**src/design/foh_params.svh**
```systemverilog
/*
  Register map, field positions, reset values and timing counts
  for the framing overhead octet ports. Assumes a 25 MHz aclk.
*/
`ifndef FOH_PARAMS_SVH
`define FOH_PARAMS_SVH
`define FOH_CFG_IDX 8'h01
`define FOH_CFG_ADDR (`FOH_CFG_IDX << 2)
`define FOH_ERR_ADDR 8'h08
`define FOH_STAT_ADDR 8'h0C
`define FOH_CFG_RST 16'h0000
`define FOH_ERR_RST 8'h00
`define FOH_MODE_LSB 0
`define FOH_C2_LSB 3
`define FOH_G1EN_BIT 5
`define FOH_HDLC_BIT 6
`define FOH_EXT_BIT 15
`define FOH_B3ONE_BIT 0
`define FOH_B3ZERO_BIT 1
`define FOH_REI1_BIT 2
`define FOH_REI0_BIT 3
`define FOH_RDI_BIT 4
`define FOH_QUAL_LSB 5
`define FOH_C2_INT 8'h13
`define FOH_OCT_ZERO 8'h00
`define FOH_RESP_OK 2'h0
`define FOH_RESP_ERR 2'h2
`define FOH_CLK_NS 40
`define FOH_STB_NS 120
`define FOH_STB_CYC ((`FOH_STB_NS + `FOH_CLK_NS - 1) / `FOH_CLK_NS)
`define FOH_LEN_STS1 12'h05A
`define FOH_LEN_STS3 12'h10E
`define FOH_LEN_E3 12'h219
`define FOH_LEN_E4 12'h870
`define FOH_OH_STS1 12'h004
`define FOH_OH_STS3 12'h00A
`define FOH_OH_E3 12'h007
`define FOH_OH_E4 12'h010
`define FOH_ROWS_SONET 4'h9
`define FOH_GC_IDX 12'h006
`endif

```
**src/design/foh_pkg.sv**
```systemverilog
/*
  Types for the framing overhead octet ports.
  Assumes foh_params.svh supplies all numeric constants.
*/
package foh_pkg;
  typedef enum logic [2:0] {FOH_STS1, FOH_STS3C, FOH_E3_G832,
    FOH_E4_G832, FOH_DS3, FOH_E3_G751} foh_mode_e;
  typedef enum logic [1:0] {STB_IDLE, STB_SETUP, STB_HIGH} foh_stb_e;
  typedef struct packed {
    foh_stb_e ph;
    logic [1:0] cnt;
  } foh_stb_s;
  typedef struct packed {
    logic [11:0] col;
    logic [3:0] row;
  } foh_pos_s;
  typedef struct packed {
    logic awready;
    logic wready;
    logic bvalid;
    logic [1:0] bresp;
    logic arready;
    logic rvalid;
    logic [1:0] rresp;
    logic [31:0] rdata;
    logic aw_hold;
    logic w_hold;
    logic [7:0] addr;
    logic [31:0] wdata;
    logic [3:0] wstrb;
  } foh_axi_s;
  typedef struct packed {
    logic strobe;
    logic marker;
    logic [7:0] octet;
    logic oh_ext;
    logic oh_valid;
  } foh_txo_s;
  typedef struct packed {
    logic [1:0] strobe;
    logic [1:0] marker;
    logic [7:0] bus;
    logic [7:0] hdlc_octet;
    logic hdlc_valid;
    logic hdlc_bit;
    logic hdlc_bit_valid;
  } foh_rxo_s;
  typedef struct packed {
    foh_axi_s axi;
    logic [15:0] cfg;
    logic [7:0] errp;
    logic [2:0] tck;
    logic [2:0] rck;
    logic [7:0] td1;
    logic [7:0] td2;
    logic [7:0] rd1;
    logic [7:0] rd2;
    logic [7:0] ob1;
    logic [7:0] ob2;
    logic [1:0] tfs;
    logic [1:0] rfs;
    logic [1:0] rpoh;
    logic [1:0] rj1;
    foh_pos_s tpos;
    foh_pos_s rpos;
    foh_pos_s tslot;
    foh_stb_s tst;
    foh_stb_s rst1;
    foh_stb_s rst0;
    logic [7:0] b3_acc;
    logic [7:0] b3_prev;
    logic [15:0] tfr;
    logic [15:0] rfr;
    foh_txo_s tx;
    foh_rxo_s rx;
  } foh_state_s;
endpackage

```
**src/design/foh_octet_ports.sv**
```systemverilog
/*
  Framing overhead octet ports: transmit overhead port with path
  overhead generation, receive overhead port, HDLC octet taps and an
  AXI4-Lite register slave. Assumes line clocks, line data and frame
  syncs come from outside the aclk domain, with line clock periods of
  at least eight aclk cycles; hdlc, rei and data-link inputs are on aclk.
*/
// What this block does
// - E2, J1, F2, Z3, Z4, Z5 always come from the external bus.
// - B3 parity computed and inserted; single error or all-zero forcing.
// - C2 is 0x00 disabled, 0x13 internal, or external bus octet.
// - G1 carries REI count or forced ones/zeros, RDI, qualifier; else 0x00.
// - transmit port: strobe, marker, 8-bit input bus in SONET/G.832 modes.
// - one strobe per overhead octet; bus taken at strobe falling edge.
// - external-enable bit 15 of config 0x01 takes every octet externally.
// - STS-1: four strobes per row, 36 per frame, marker on row one.
// - STS-3c/STM-1: same, ten strobes per row, 90 per frame.
// - D1-D3 from HDLC formatter when enabled, else from external bus.
// - E3 seven, E4 sixteen strobes per frame; marker on FA1 and FA2.
// - receive port: two strobes, two markers, 8-bit output bus.
// - strobe one for section/line or G.832 octets; strobe zero path.
// - markers and bus set up before strobe rising edge.
// - marker one high for A1, A2, C1 or FA1, FA2.
// - marker zero high for J1 in SONET/SDH modes.
// - receive octets per frame: 36, 90, 7 and 16.
// - received D1-D3 and GC octets go to HDLC receiver.
// - DS3 C-bit data link and G.751 N-bit go to HDLC receiver.
`timescale 1ns/10ps
`include "foh_params.svh"
module foh_octet_ports
  import foh_pkg::*;
(
  input wire logic aclk,
  input wire logic aresetn,
  input wire logic ce,
  input wire logic awvalid,
  output logic awready,
  input wire logic [7:0] awaddr,
  input wire logic wvalid,
  output logic wready,
  input wire logic [31:0] wdata,
  input wire logic [3:0] wstrb,
  output logic bvalid,
  input wire logic bready,
  output logic [1:0] bresp,
  input wire logic arvalid,
  output logic arready,
  input wire logic [7:0] araddr,
  output logic rvalid,
  input wire logic rready,
  output logic [31:0] rdata,
  output logic [1:0] rresp,
  input wire logic tx_line_clk,
  input wire logic [7:0] tx_line_data,
  input wire logic tx_frame_sync,
  input wire logic [7:0] tx_ovh_in_bus,
  input wire logic [7:0] hdlc_tx_octet,
  input wire logic [3:0] path_rei_count,
  output logic tx_ovh_strobe,
  output logic tx_row1_marker,
  output logic [7:0] tx_oh_octet,
  output logic tx_oh_ext,
  output logic tx_oh_valid,
  input wire logic rx_line_clk,
  input wire logic [7:0] rx_line_data,
  input wire logic rx_frame_sync,
  input wire logic rx_poh_slot,
  input wire logic rx_j1_mark,
  input wire logic tdl_bit,
  input wire logic tdl_valid,
  output logic [1:0] rx_ovh_strobes,
  output logic [1:0] rx_row1_markers,
  output logic [7:0] rx_ovh_out_bus,
  output logic [7:0] hdlc_rx_octet,
  output logic hdlc_rx_valid,
  output logic hdlc_rx_bit,
  output logic hdlc_rx_bit_valid
);
  localparam logic [1:0] STB_LAST = 2'(`FOH_STB_CYC - 1);

  foh_state_s s_r;
  foh_state_s s_nxt;

  function automatic logic is_sonet(foh_mode_e m);
    return (m == FOH_STS1) || (m == FOH_STS3C);
  endfunction

  function automatic logic [11:0] oh_cnt(foh_mode_e m);
    case (m)
      FOH_STS1: return `FOH_OH_STS1;
      FOH_STS3C: return `FOH_OH_STS3;
      FOH_E3_G832: return `FOH_OH_E3;
      FOH_E4_G832: return `FOH_OH_E4;
      default: return 12'h000;
    endcase
  endfunction

  function automatic logic [11:0] row_len(foh_mode_e m);
    case (m)
      FOH_STS1: return `FOH_LEN_STS1;
      FOH_STS3C: return `FOH_LEN_STS3;
      FOH_E3_G832: return `FOH_LEN_E3;
      FOH_E4_G832: return `FOH_LEN_E4;
      default: return `FOH_LEN_STS1;
    endcase
  endfunction

  // STS-3c interleaves three octets per overhead column group
  function automatic logic [1:0] grp(foh_mode_e m, logic [11:0] c);
    if (m != FOH_STS3C)
      return c[1:0];
    else if (c >= 12'h006)
      return 2'h2;
    else if (c >= 12'h003)
      return 2'h1;
    else
      return 2'h0;
  endfunction

  function automatic logic last_slot(foh_pos_s p, foh_mode_e m);
    logic [3:0] rows;
    rows = is_sonet(m) ? `FOH_ROWS_SONET : 4'h1;
    return (p.col == row_len(m) - 12'h001) && (p.row == rows - 4'h1);
  endfunction

  function automatic foh_pos_s adv(foh_pos_s p, foh_mode_e m);
    foh_pos_s q;
    q = p;
    if (last_slot(p, m))
      q = '0;
    else if (p.col == row_len(m) - 12'h001)
    begin
      q.col = 12'h000;
      q.row = p.row + 4'h1;
    end
    else
      q.col = p.col + 12'h001;
    return q;
  endfunction

  function automatic foh_stb_s stb_step(foh_stb_s st, logic go);
    foh_stb_s q;
    q = st;
    unique case (st.ph)
      STB_IDLE:
      begin
        if (go)
          q.ph = STB_SETUP;
      end
      STB_SETUP:
      begin
        q.ph = STB_HIGH;
        q.cnt = 2'h0;
      end
      STB_HIGH:
      begin
        if (st.cnt == STB_LAST)
          q.ph = STB_IDLE;
        else
          q.cnt = st.cnt + 2'h1;
      end
    endcase
    return q;
  endfunction

  always_comb
  begin
    foh_state_s n;
    foh_mode_e md;
    foh_pos_s slot;
    logic sn;
    logic ext_all;
    logic hdlc_en;
    logic t_rise;
    logic r_rise;
    logic t_fall;
    logic t_go;
    logic r1_go;
    logic r0_go;
    logic poh;
    logic [1:0] g;
    logic [3:0] rei;
    logic [7:0] v;
    logic x;
    logic [11:0] ohc;
    n = s_r;
    md = foh_mode_e'(s_r.cfg[`FOH_MODE_LSB +: 3]);
    sn = is_sonet(md);
    ohc = oh_cnt(md);
    ext_all = s_r.cfg[`FOH_EXT_BIT];
    hdlc_en = s_r.cfg[`FOH_HDLC_BIT];
    slot = '0;
    g = 2'h0;
    rei = 4'h0;
    v = `FOH_OCT_ZERO;
    x = 1'b0;
    poh = 1'b0;
    t_go = 1'b0;
    r1_go = 1'b0;
    r0_go = 1'b0;
    // first stage of each synchroniser feeds only the second
    n.tck = {s_r.tck[1:0], tx_line_clk};
    n.rck = {s_r.rck[1:0], rx_line_clk};
    n.td1 = tx_line_data;
    n.td2 = s_r.td1;
    n.rd1 = rx_line_data;
    n.rd2 = s_r.rd1;
    n.ob1 = tx_ovh_in_bus;
    n.ob2 = s_r.ob1;
    n.tfs = {s_r.tfs[0], tx_frame_sync};
    n.rfs = {s_r.rfs[0], rx_frame_sync};
    n.rpoh = {s_r.rpoh[0], rx_poh_slot};
    n.rj1 = {s_r.rj1[0], rx_j1_mark};
    t_rise = s_r.tck[1] & ~s_r.tck[2];
    r_rise = s_r.rck[1] & ~s_r.rck[2];
    n.tx.oh_valid = 1'b0;
    n.rx.hdlc_valid = 1'b0;
    n.rx.hdlc_bit_valid = 1'b0;

    if (t_rise)
    begin
      slot = s_r.tfs[1] ? '0 : s_r.tpos;
      n.tpos = adv(slot, md);
      if (sn && slot.col >= ohc - 12'h001)
        n.b3_acc = s_r.b3_acc ^ s_r.td2;
      if (last_slot(slot, md))
      begin
        n.b3_prev = n.b3_acc;
        n.b3_acc = `FOH_OCT_ZERO;
        n.tfr = s_r.tfr + 16'h0001;
      end
      if (slot.col < ohc)
      begin
        t_go = 1'b1;
        n.tslot = slot;
        n.tx.marker = sn ? (slot.row == 4'h0) : (slot.col < 12'h002);
      end
    end
    t_fall = (s_r.tst.ph == STB_HIGH) && (s_r.tst.cnt == STB_LAST);
    n.tst = stb_step(s_r.tst, t_go);
    n.tx.strobe = (n.tst.ph == STB_HIGH);

    // bus taken as the strobe falls
    if (t_fall)
    begin
      v = s_r.ob2;
      x = 1'b1;
      poh = sn && (s_r.tslot.col == ohc - 12'h001);
      g = grp(md, s_r.tslot.col);
      if (sn && !poh)
      begin
        if (s_r.tslot.row == 4'h2 && hdlc_en && !ext_all)
        begin
          v = hdlc_tx_octet;
          x = 1'b0;
        end
        // framer-generated octets unless external enabled
        else if (s_r.tslot.row == 4'h0 || s_r.tslot.row == 4'h3 ||
                 s_r.tslot.row == 4'h4 ||
                 (s_r.tslot.row == 4'h1 && g == 2'h0) ||
                 (s_r.tslot.row == 4'h8 && g != 2'h2))
          x = ext_all;
      end
      // J1, F2, Z3-Z5 fall through to the bus
      else if (poh && !ext_all)
      begin
        case (s_r.tslot.row)
          4'h1:
          begin
            if (s_r.errp[`FOH_B3ZERO_BIT])
              v = `FOH_OCT_ZERO;
            else
              v = s_r.b3_prev ^ {7'h00, s_r.errp[`FOH_B3ONE_BIT]};
            n.errp[`FOH_B3ONE_BIT] = 1'b0;
            x = 1'b0;
          end
          4'h2:
          begin
            x = s_r.cfg[`FOH_C2_LSB +: 2] > 2'h1;
            if (s_r.cfg[`FOH_C2_LSB +: 2] == 2'h0)
              v = `FOH_OCT_ZERO;
            else if (s_r.cfg[`FOH_C2_LSB +: 2] == 2'h1)
              v = `FOH_C2_INT;
          end
          4'h3:
          begin
            if (s_r.errp[`FOH_REI1_BIT])
              rei = 4'hF;
            else if (s_r.errp[`FOH_REI0_BIT])
              rei = 4'h0;
            else
              rei = path_rei_count;
            v = {rei, s_r.errp[`FOH_RDI_BIT],
                 s_r.errp[`FOH_QUAL_LSB +: 2], 1'b0};
            if (!s_r.cfg[`FOH_G1EN_BIT])
              v = `FOH_OCT_ZERO;
            x = 1'b0;
          end
          4'h5:
          begin
            v = `FOH_OCT_ZERO;
            x = 1'b0;
          end
          default:
            x = 1'b1;
        endcase
      end
      else if (!sn)
      begin
        if (s_r.tslot.col == `FOH_GC_IDX && hdlc_en && !ext_all)
        begin
          v = hdlc_tx_octet;
          x = 1'b0;
        end
        else if (s_r.tslot.col < 12'h003)
          x = ext_all;
      end
      n.tx.octet = v;
      n.tx.oh_ext = x;
      n.tx.oh_valid = 1'b1;
    end

    if (r_rise)
    begin
      slot = s_r.rfs[1] ? '0 : s_r.rpos;
      n.rpos = adv(slot, md);
      if (last_slot(slot, md))
        n.rfr = s_r.rfr + 16'h0001;
      // section/line or G.832 octets on strobe one
      if (slot.col < (sn ? ohc - 12'h001 : ohc))
      begin
        r1_go = 1'b1;
        // bus and marker ahead of the strobe
        n.rx.bus = s_r.rd2;
        n.rx.marker[1] = sn ? (slot.row == 4'h0) : (slot.col < 12'h002);
        if ((sn && slot.row == 4'h2) || (!sn && slot.col == `FOH_GC_IDX))
        begin
          n.rx.hdlc_octet = s_r.rd2;
          n.rx.hdlc_valid = 1'b1;
        end
      end
      else if (sn && s_r.rpoh[1])
      begin
        r0_go = 1'b1;
        n.rx.bus = s_r.rd2;
        n.rx.marker[0] = s_r.rj1[1];
      end
    end
    n.rst1 = stb_step(s_r.rst1, r1_go);
    n.rst0 = stb_step(s_r.rst0, r0_go);
    // two strobes beside markers and bus
    n.rx.strobe = {n.rst1.ph == STB_HIGH, n.rst0.ph == STB_HIGH};

    if ((md == FOH_DS3 || md == FOH_E3_G751) && tdl_valid)
    begin
      n.rx.hdlc_bit = tdl_bit;
      n.rx.hdlc_bit_valid = 1'b1;
    end

    // register slave: address and data may arrive in either order
    if (awvalid && s_r.axi.awready)
    begin
      n.axi.aw_hold = 1'b1;
      n.axi.addr = awaddr;
    end
    if (wvalid && s_r.axi.wready)
    begin
      n.axi.w_hold = 1'b1;
      n.axi.wdata = wdata;
      n.axi.wstrb = wstrb;
    end
    if (s_r.axi.bvalid && bready)
      n.axi.bvalid = 1'b0;
    if (s_r.axi.aw_hold && s_r.axi.w_hold && !s_r.axi.bvalid)
    begin
      n.axi.aw_hold = 1'b0;
      n.axi.w_hold = 1'b0;
      n.axi.bvalid = 1'b1;
      n.axi.bresp = `FOH_RESP_OK;
      // software write lands after the hardware clear, so it wins
      if (s_r.axi.addr == `FOH_CFG_ADDR)
      begin
        if (s_r.axi.wstrb[0])
          n.cfg[7:0] = s_r.axi.wdata[7:0];
        if (s_r.axi.wstrb[1])
          n.cfg[15:8] = s_r.axi.wdata[15:8];
      end
      else if (s_r.axi.addr == `FOH_ERR_ADDR)
      begin
        if (s_r.axi.wstrb[0])
          n.errp = s_r.axi.wdata[7:0];
      end
      else if (s_r.axi.addr != `FOH_STAT_ADDR)
        n.axi.bresp = `FOH_RESP_ERR;
    end
    n.axi.awready = !n.axi.aw_hold && !n.axi.bvalid;
    n.axi.wready = !n.axi.w_hold && !n.axi.bvalid;

    if (s_r.axi.rvalid && rready)
      n.axi.rvalid = 1'b0;
    if (arvalid && s_r.axi.arready)
    begin
      n.axi.rvalid = 1'b1;
      n.axi.rresp = `FOH_RESP_OK;
      n.axi.rdata = 32'h0000_0000;
      if (araddr == `FOH_CFG_ADDR)
        n.axi.rdata[15:0] = s_r.cfg;
      else if (araddr == `FOH_ERR_ADDR)
        n.axi.rdata[7:0] = n.errp;
      else if (araddr == `FOH_STAT_ADDR)
        n.axi.rdata = {s_r.rfr, s_r.tfr};
      else
        n.axi.rresp = `FOH_RESP_ERR;
    end
    n.axi.arready = !n.axi.rvalid;
    s_nxt = n;
  end

  always_ff @(posedge aclk)
  begin
    if (!aresetn)
    begin
      s_r <= '0;
      s_r.cfg <= `FOH_CFG_RST;
      s_r.errp <= `FOH_ERR_RST;
    end
    else if (ce)
      s_r <= s_nxt;
  end

  assign awready = s_r.axi.awready;
  assign wready = s_r.axi.wready;
  assign bvalid = s_r.axi.bvalid;
  assign bresp = s_r.axi.bresp;
  assign arready = s_r.axi.arready;
  assign rvalid = s_r.axi.rvalid;
  assign rdata = s_r.axi.rdata;
  assign rresp = s_r.axi.rresp;
  assign tx_ovh_strobe = s_r.tx.strobe;
  assign tx_row1_marker = s_r.tx.marker;
  assign tx_oh_octet = s_r.tx.octet;
  assign tx_oh_ext = s_r.tx.oh_ext;
  assign tx_oh_valid = s_r.tx.oh_valid;
  assign rx_ovh_strobes = s_r.rx.strobe;
  assign rx_row1_markers = s_r.rx.marker;
  assign rx_ovh_out_bus = s_r.rx.bus;
  assign hdlc_rx_octet = s_r.rx.hdlc_octet;
  assign hdlc_rx_valid = s_r.rx.hdlc_valid;
  assign hdlc_rx_bit = s_r.rx.hdlc_bit;
  assign hdlc_rx_bit_valid = s_r.rx.hdlc_bit_valid;
endmodule

```
**config.mk**
```make
export PLATFORM = sky130hd
export DESIGN_NAME = foh_octet_ports
export DESIGN_NICKNAME = d
export VERILOG_FILES = /design/src/design/foh_pkg.sv /design/src/design/foh_octet_ports.sv
export VERILOG_INCLUDE_DIRS = /design/src /design/src/design
export SDC_FILE = /design/constraint.sdc
export NUM_CORES = 1
export LEC_CHECK = 0
export CAP_MARGIN = 5
export CORE_MARGIN = 1
export CORE_UTILIZATION = 60
export CTS_CLUSTER_SIZE = 8
export DETAILED_ROUTE_END_ITERATION = 7
export DONT_BUFFER_PORTS = 1
export PLACE_DENSITY = 0.79
export SKIP_LAST_GASP = 1
export SLEW_MARGIN = 20
export SYNTH_ARGS = -nofsm -noshare
export SYNTH_HDL_FRONTEND = slang
export SYNTH_SLANG_ARGS = --single-unit
export TNS_END_PERCENT = 5
```
**constraint.sdc**
```tcl
create_clock -name aclk -period 5.8 [get_ports aclk]
set_clock_uncertainty 0.2 [all_clocks]
set_input_delay 0.87 -clock aclk [delete_from_list [all_inputs] [get_ports aclk]]
set_output_delay 0.87 -clock aclk [all_outputs]
set_load 0.05 [all_outputs]
```
==> key figures <==
Drt
  • WL/cell: 18.3 µm
  • Via count: 13200
  • Pre-Repair DR Iteration Count: 6
  • Total wire length: 38500 µm
  • Residual DRC: 0
  • Vias/cell: 6.25
  • Post-DRT Antenna Nets: 0
  • Initial DRC count: 1012

Logic synthesis
  • Main combinational cell family by area after synthesis: simple AND/OR/NAND/NOR gates
  • Top_reg_cell synth: dfxtp_1
  • Area leader, netlist: dfxtp_1
  • Share of the yosys chip area belonging to registers: 0.381
  • Mapped cell area: 15500 µm²
  • Commonest cells in the synthesized netlist: 296 x dfxtp_1, 224 x nand2_1, 182 x nor2_1
  • Synth Area in XOR/XNOR: 0.00676
  • Post-synth EDFFs: 0
  • Yosys cell types: 80
  • Simple-gate share of the synthesized area: 0.230
  • Ys async rst share: 0
  • Synth Area in Adders: 0.0394
  • Avg Inst Size Synth: 8.21 µm²
  • Total number of yosys warnings: 0
  • Most common cell in the netlist: dfxtp_1
  • Top cell type's share of synthesized area: 0.381
  • Mux cell area share after synthesis: 0.104
  • Cell count after synthesis: 1893
  • Synth area leaders: dfxtp_1 38%, mux2i_1 9.7%, nand2_1 5.4%
  • Yosys reg bits: 296
  • Post-synthesis compound-gate area fraction: 0.162

STA
  • Hold Slack: 252 ps
  • Pins over their slew limit: 0
  • Final hold vios: 0
  • FMAX: 230 MHz
  • Worst slew pin tran: 1070 ps
  • Setup total negative slack: 0 ps
  • Final setup vio count: 0
  • Final worst slack: 1460 ps
  • Final period utilization: 0.749
  • RSZ-0062 raised after global routing: no
  • Slew headroom: 0.275
  • Tmin final: 4340 ps

CTS
  • CTS hold repair buffers: 0
  • CTS root buf: clkbuf_16
  • CTS Buffer Depth: 3
  • Post-CTS Setup Inserts: 0
  • H-tree depth: 2
  • CTS sink count: 296
  • # resized after CTS: 0
  • CTS Buf Count: 43
  • TritonCTS clock tree: built
  • Worst-skew pair later-pin latency: 530 ps
  • Clk slew on worst S/H paths: 50 ps

Die
  • Die Area: 26500 µm²
  • Die Ht: between 150 and 200 µm
  • Ports: 180
  • Die width: 163 µm
  • Initial Utilization: 0.614
  • Core area: 25300 µm²
  • Row count: 58

Critical path
  • CP endpoint kind: register
  • Reg2Reg Depth: 9
  • Crit Path Class: register to register
  • R2R setup slack: roughly 1500 ps
  • Worst Path Required: approximately 6000 ps
  • Crit path largest cell delay: approximately 870 ps
  • FF-to-FF Start: s_r[214]
  • Crit path cell chain: or2_2, inv_1, nand2_1, ha_1, a21oi_1, o21ai_0, o21bai_1, nand4_1, mux2i_1
  • CP arrival: 4560 ps
  • CP Max Fanout: 24
  • CP startpoint kind: register
  • Critical path's slowest cell: dfxtp_1
  • Crit Reg-Reg Endpoint: hdlc_rx_octet[2]

Global routing
  • Pin count of the biggest net entering global routing: 129
  • Met1 Resource Use GR: 0.351
  • GRT Resource Usage Total: 0.284
  • Gr busiest metal: met2
  • Number of global-route vias before repair: about 12000
  • GRT met3 Usage: 0.0458
  • Total grt overflow: 0
  • First-pass GRT wire length: 61400 µm
  • Initial antenna violation count: 1
  • Met2 Use GR: 0.488

Hold path
  • Hold Path End: s_r[266]
  • Hold Path Cell Cnt: 2
  • Hold path start: s_r[266]
  • HP Class: register to register

Job
  • Max-cap viol count: 0

Outcome
  • Status: complete, no violations

Pwr
  • VDD IR-drop max: 306 µV
  • PwrDens: about 280 nW/µm²
  • P_leak: 6.30 nW

Placed design
  • GP Congestion: 0.877
  • Detailed Place HPWL: 26100 µm
  • Pre-CTS setup slack: roughly 1600 ps
  • Buffers added on ports: 0

Finish
  • Fin nets: 1929
  • Layout cells sized above 1: 0.0528
  • Area grow syn2layout: 4.83%
report_power, final:
group | switching, mW | leakage (nW) | internal (mW)
Sequential | 0.0567 | 2.40 | 2.08
Clock | 0.840 | 0.565 | 1.34
Combinational | 0.133 | 3.34 | 0.0859
cell families after synthesis:
group,Yosys count
AND/OR/NAND/NOR,731
adder cells (fa/ha/maj),49
multiplexers,160
buffers and inverters,244
other,2
AO/OA/AOI/OAI,399
XOR/XNOR,12
flip-flops,296
worst max-delay path by stage:
| stage | start | end |
|---|---|---|
| 3_5_place_dp | s_r[214] | hdlc_rx_octet[7] |
| 3_3_place_gp | s_r[214] | s_r[44] |
| 2_1_floorplan | s_r[215] | s_r[40] |
| 6_report | s_r[214] | hdlc_rx_octet[2] |
| 5_1_grt | s_r[214] | hdlc_rx_octet[1] |
| 4_1_cts | s_r[214] | hdlc_rx_octet[7] |
cell usage in the layout (no fill, tap or decap), types with 13 or more instances in the layout:
cell	n
or3_1	25
and3_1	23
nor3_1	23
nor2b_1	41
o21ai_0	84
nand2_1	224
nand4_1	26
a21oi_1	143
nor2_1	182
a31oi_1	29
a22oi_1	25
inv_1	63
mux2i_1	151
clkbuf_16	44
a211oi_1	13
ha_1	49
nand2b_1	38
dfxtp_1	296
nand3_1	68
sequential cells by signal, indices dropped and copies added (netlist names), 2 cells and up:
signal / cells
s_nxt: 32
s_r: 190
rx_ovh_out_bus: 8
tx_oh_octet: 8
rdata: 32
rx_ovh_strobes: 2
rx_row1_markers: 2
hdlc_rx_octet: 8
layout make-up:
class | instances | area [µm²]
Tap cell | 330 | 413
Clock inverter | 3 | 33.8
Clock buffer | 45 | 1110
Fill cell | 2106 | 9030
Antenna cell | 1 | 2.50
Multi-Input combinational cell | 1359 | 8470
Inverter | 64 | 245
Sequential cell | 296 | 5930
Timing Repair Buffer | 12 | 90.1
metrics by stage:
step	total power, mW	std cells	area (µm²)	utilization
after global routing	4.68	2109	16300	0.643
after detailed placement	2.39	2061	15100	0.598
after CTS	4.56	2109	16300	0.643
final	4.54	2110	16300	0.643
after floorplan	2.37	1899	15600	-
after global placement	2.38	2061	15100	0.598
metal layers:
| layer | share of wire | wire length [µm] |
|---|---|---|
| met5 | 0 | 0 |
| met4 | 0.034 | 1310 |
| met3 | 0.056 | 2160 |
| met2 | 0.48 | 18500 |
| met1 | 0.43 | 16600 |
critical path, delay by kind of cell, from the launching register on:
family / cells / cell delay, ps
AOI/OAI and AO/OA: 3 / 730
DFF: 1 / 870
buffers and inverters: 1 / 420
muxes: 1 / 370
adders and majority gates: 1 / 260
and+or+nand+nor: 3 / 1360
Power figures use the tool's default switching activity.
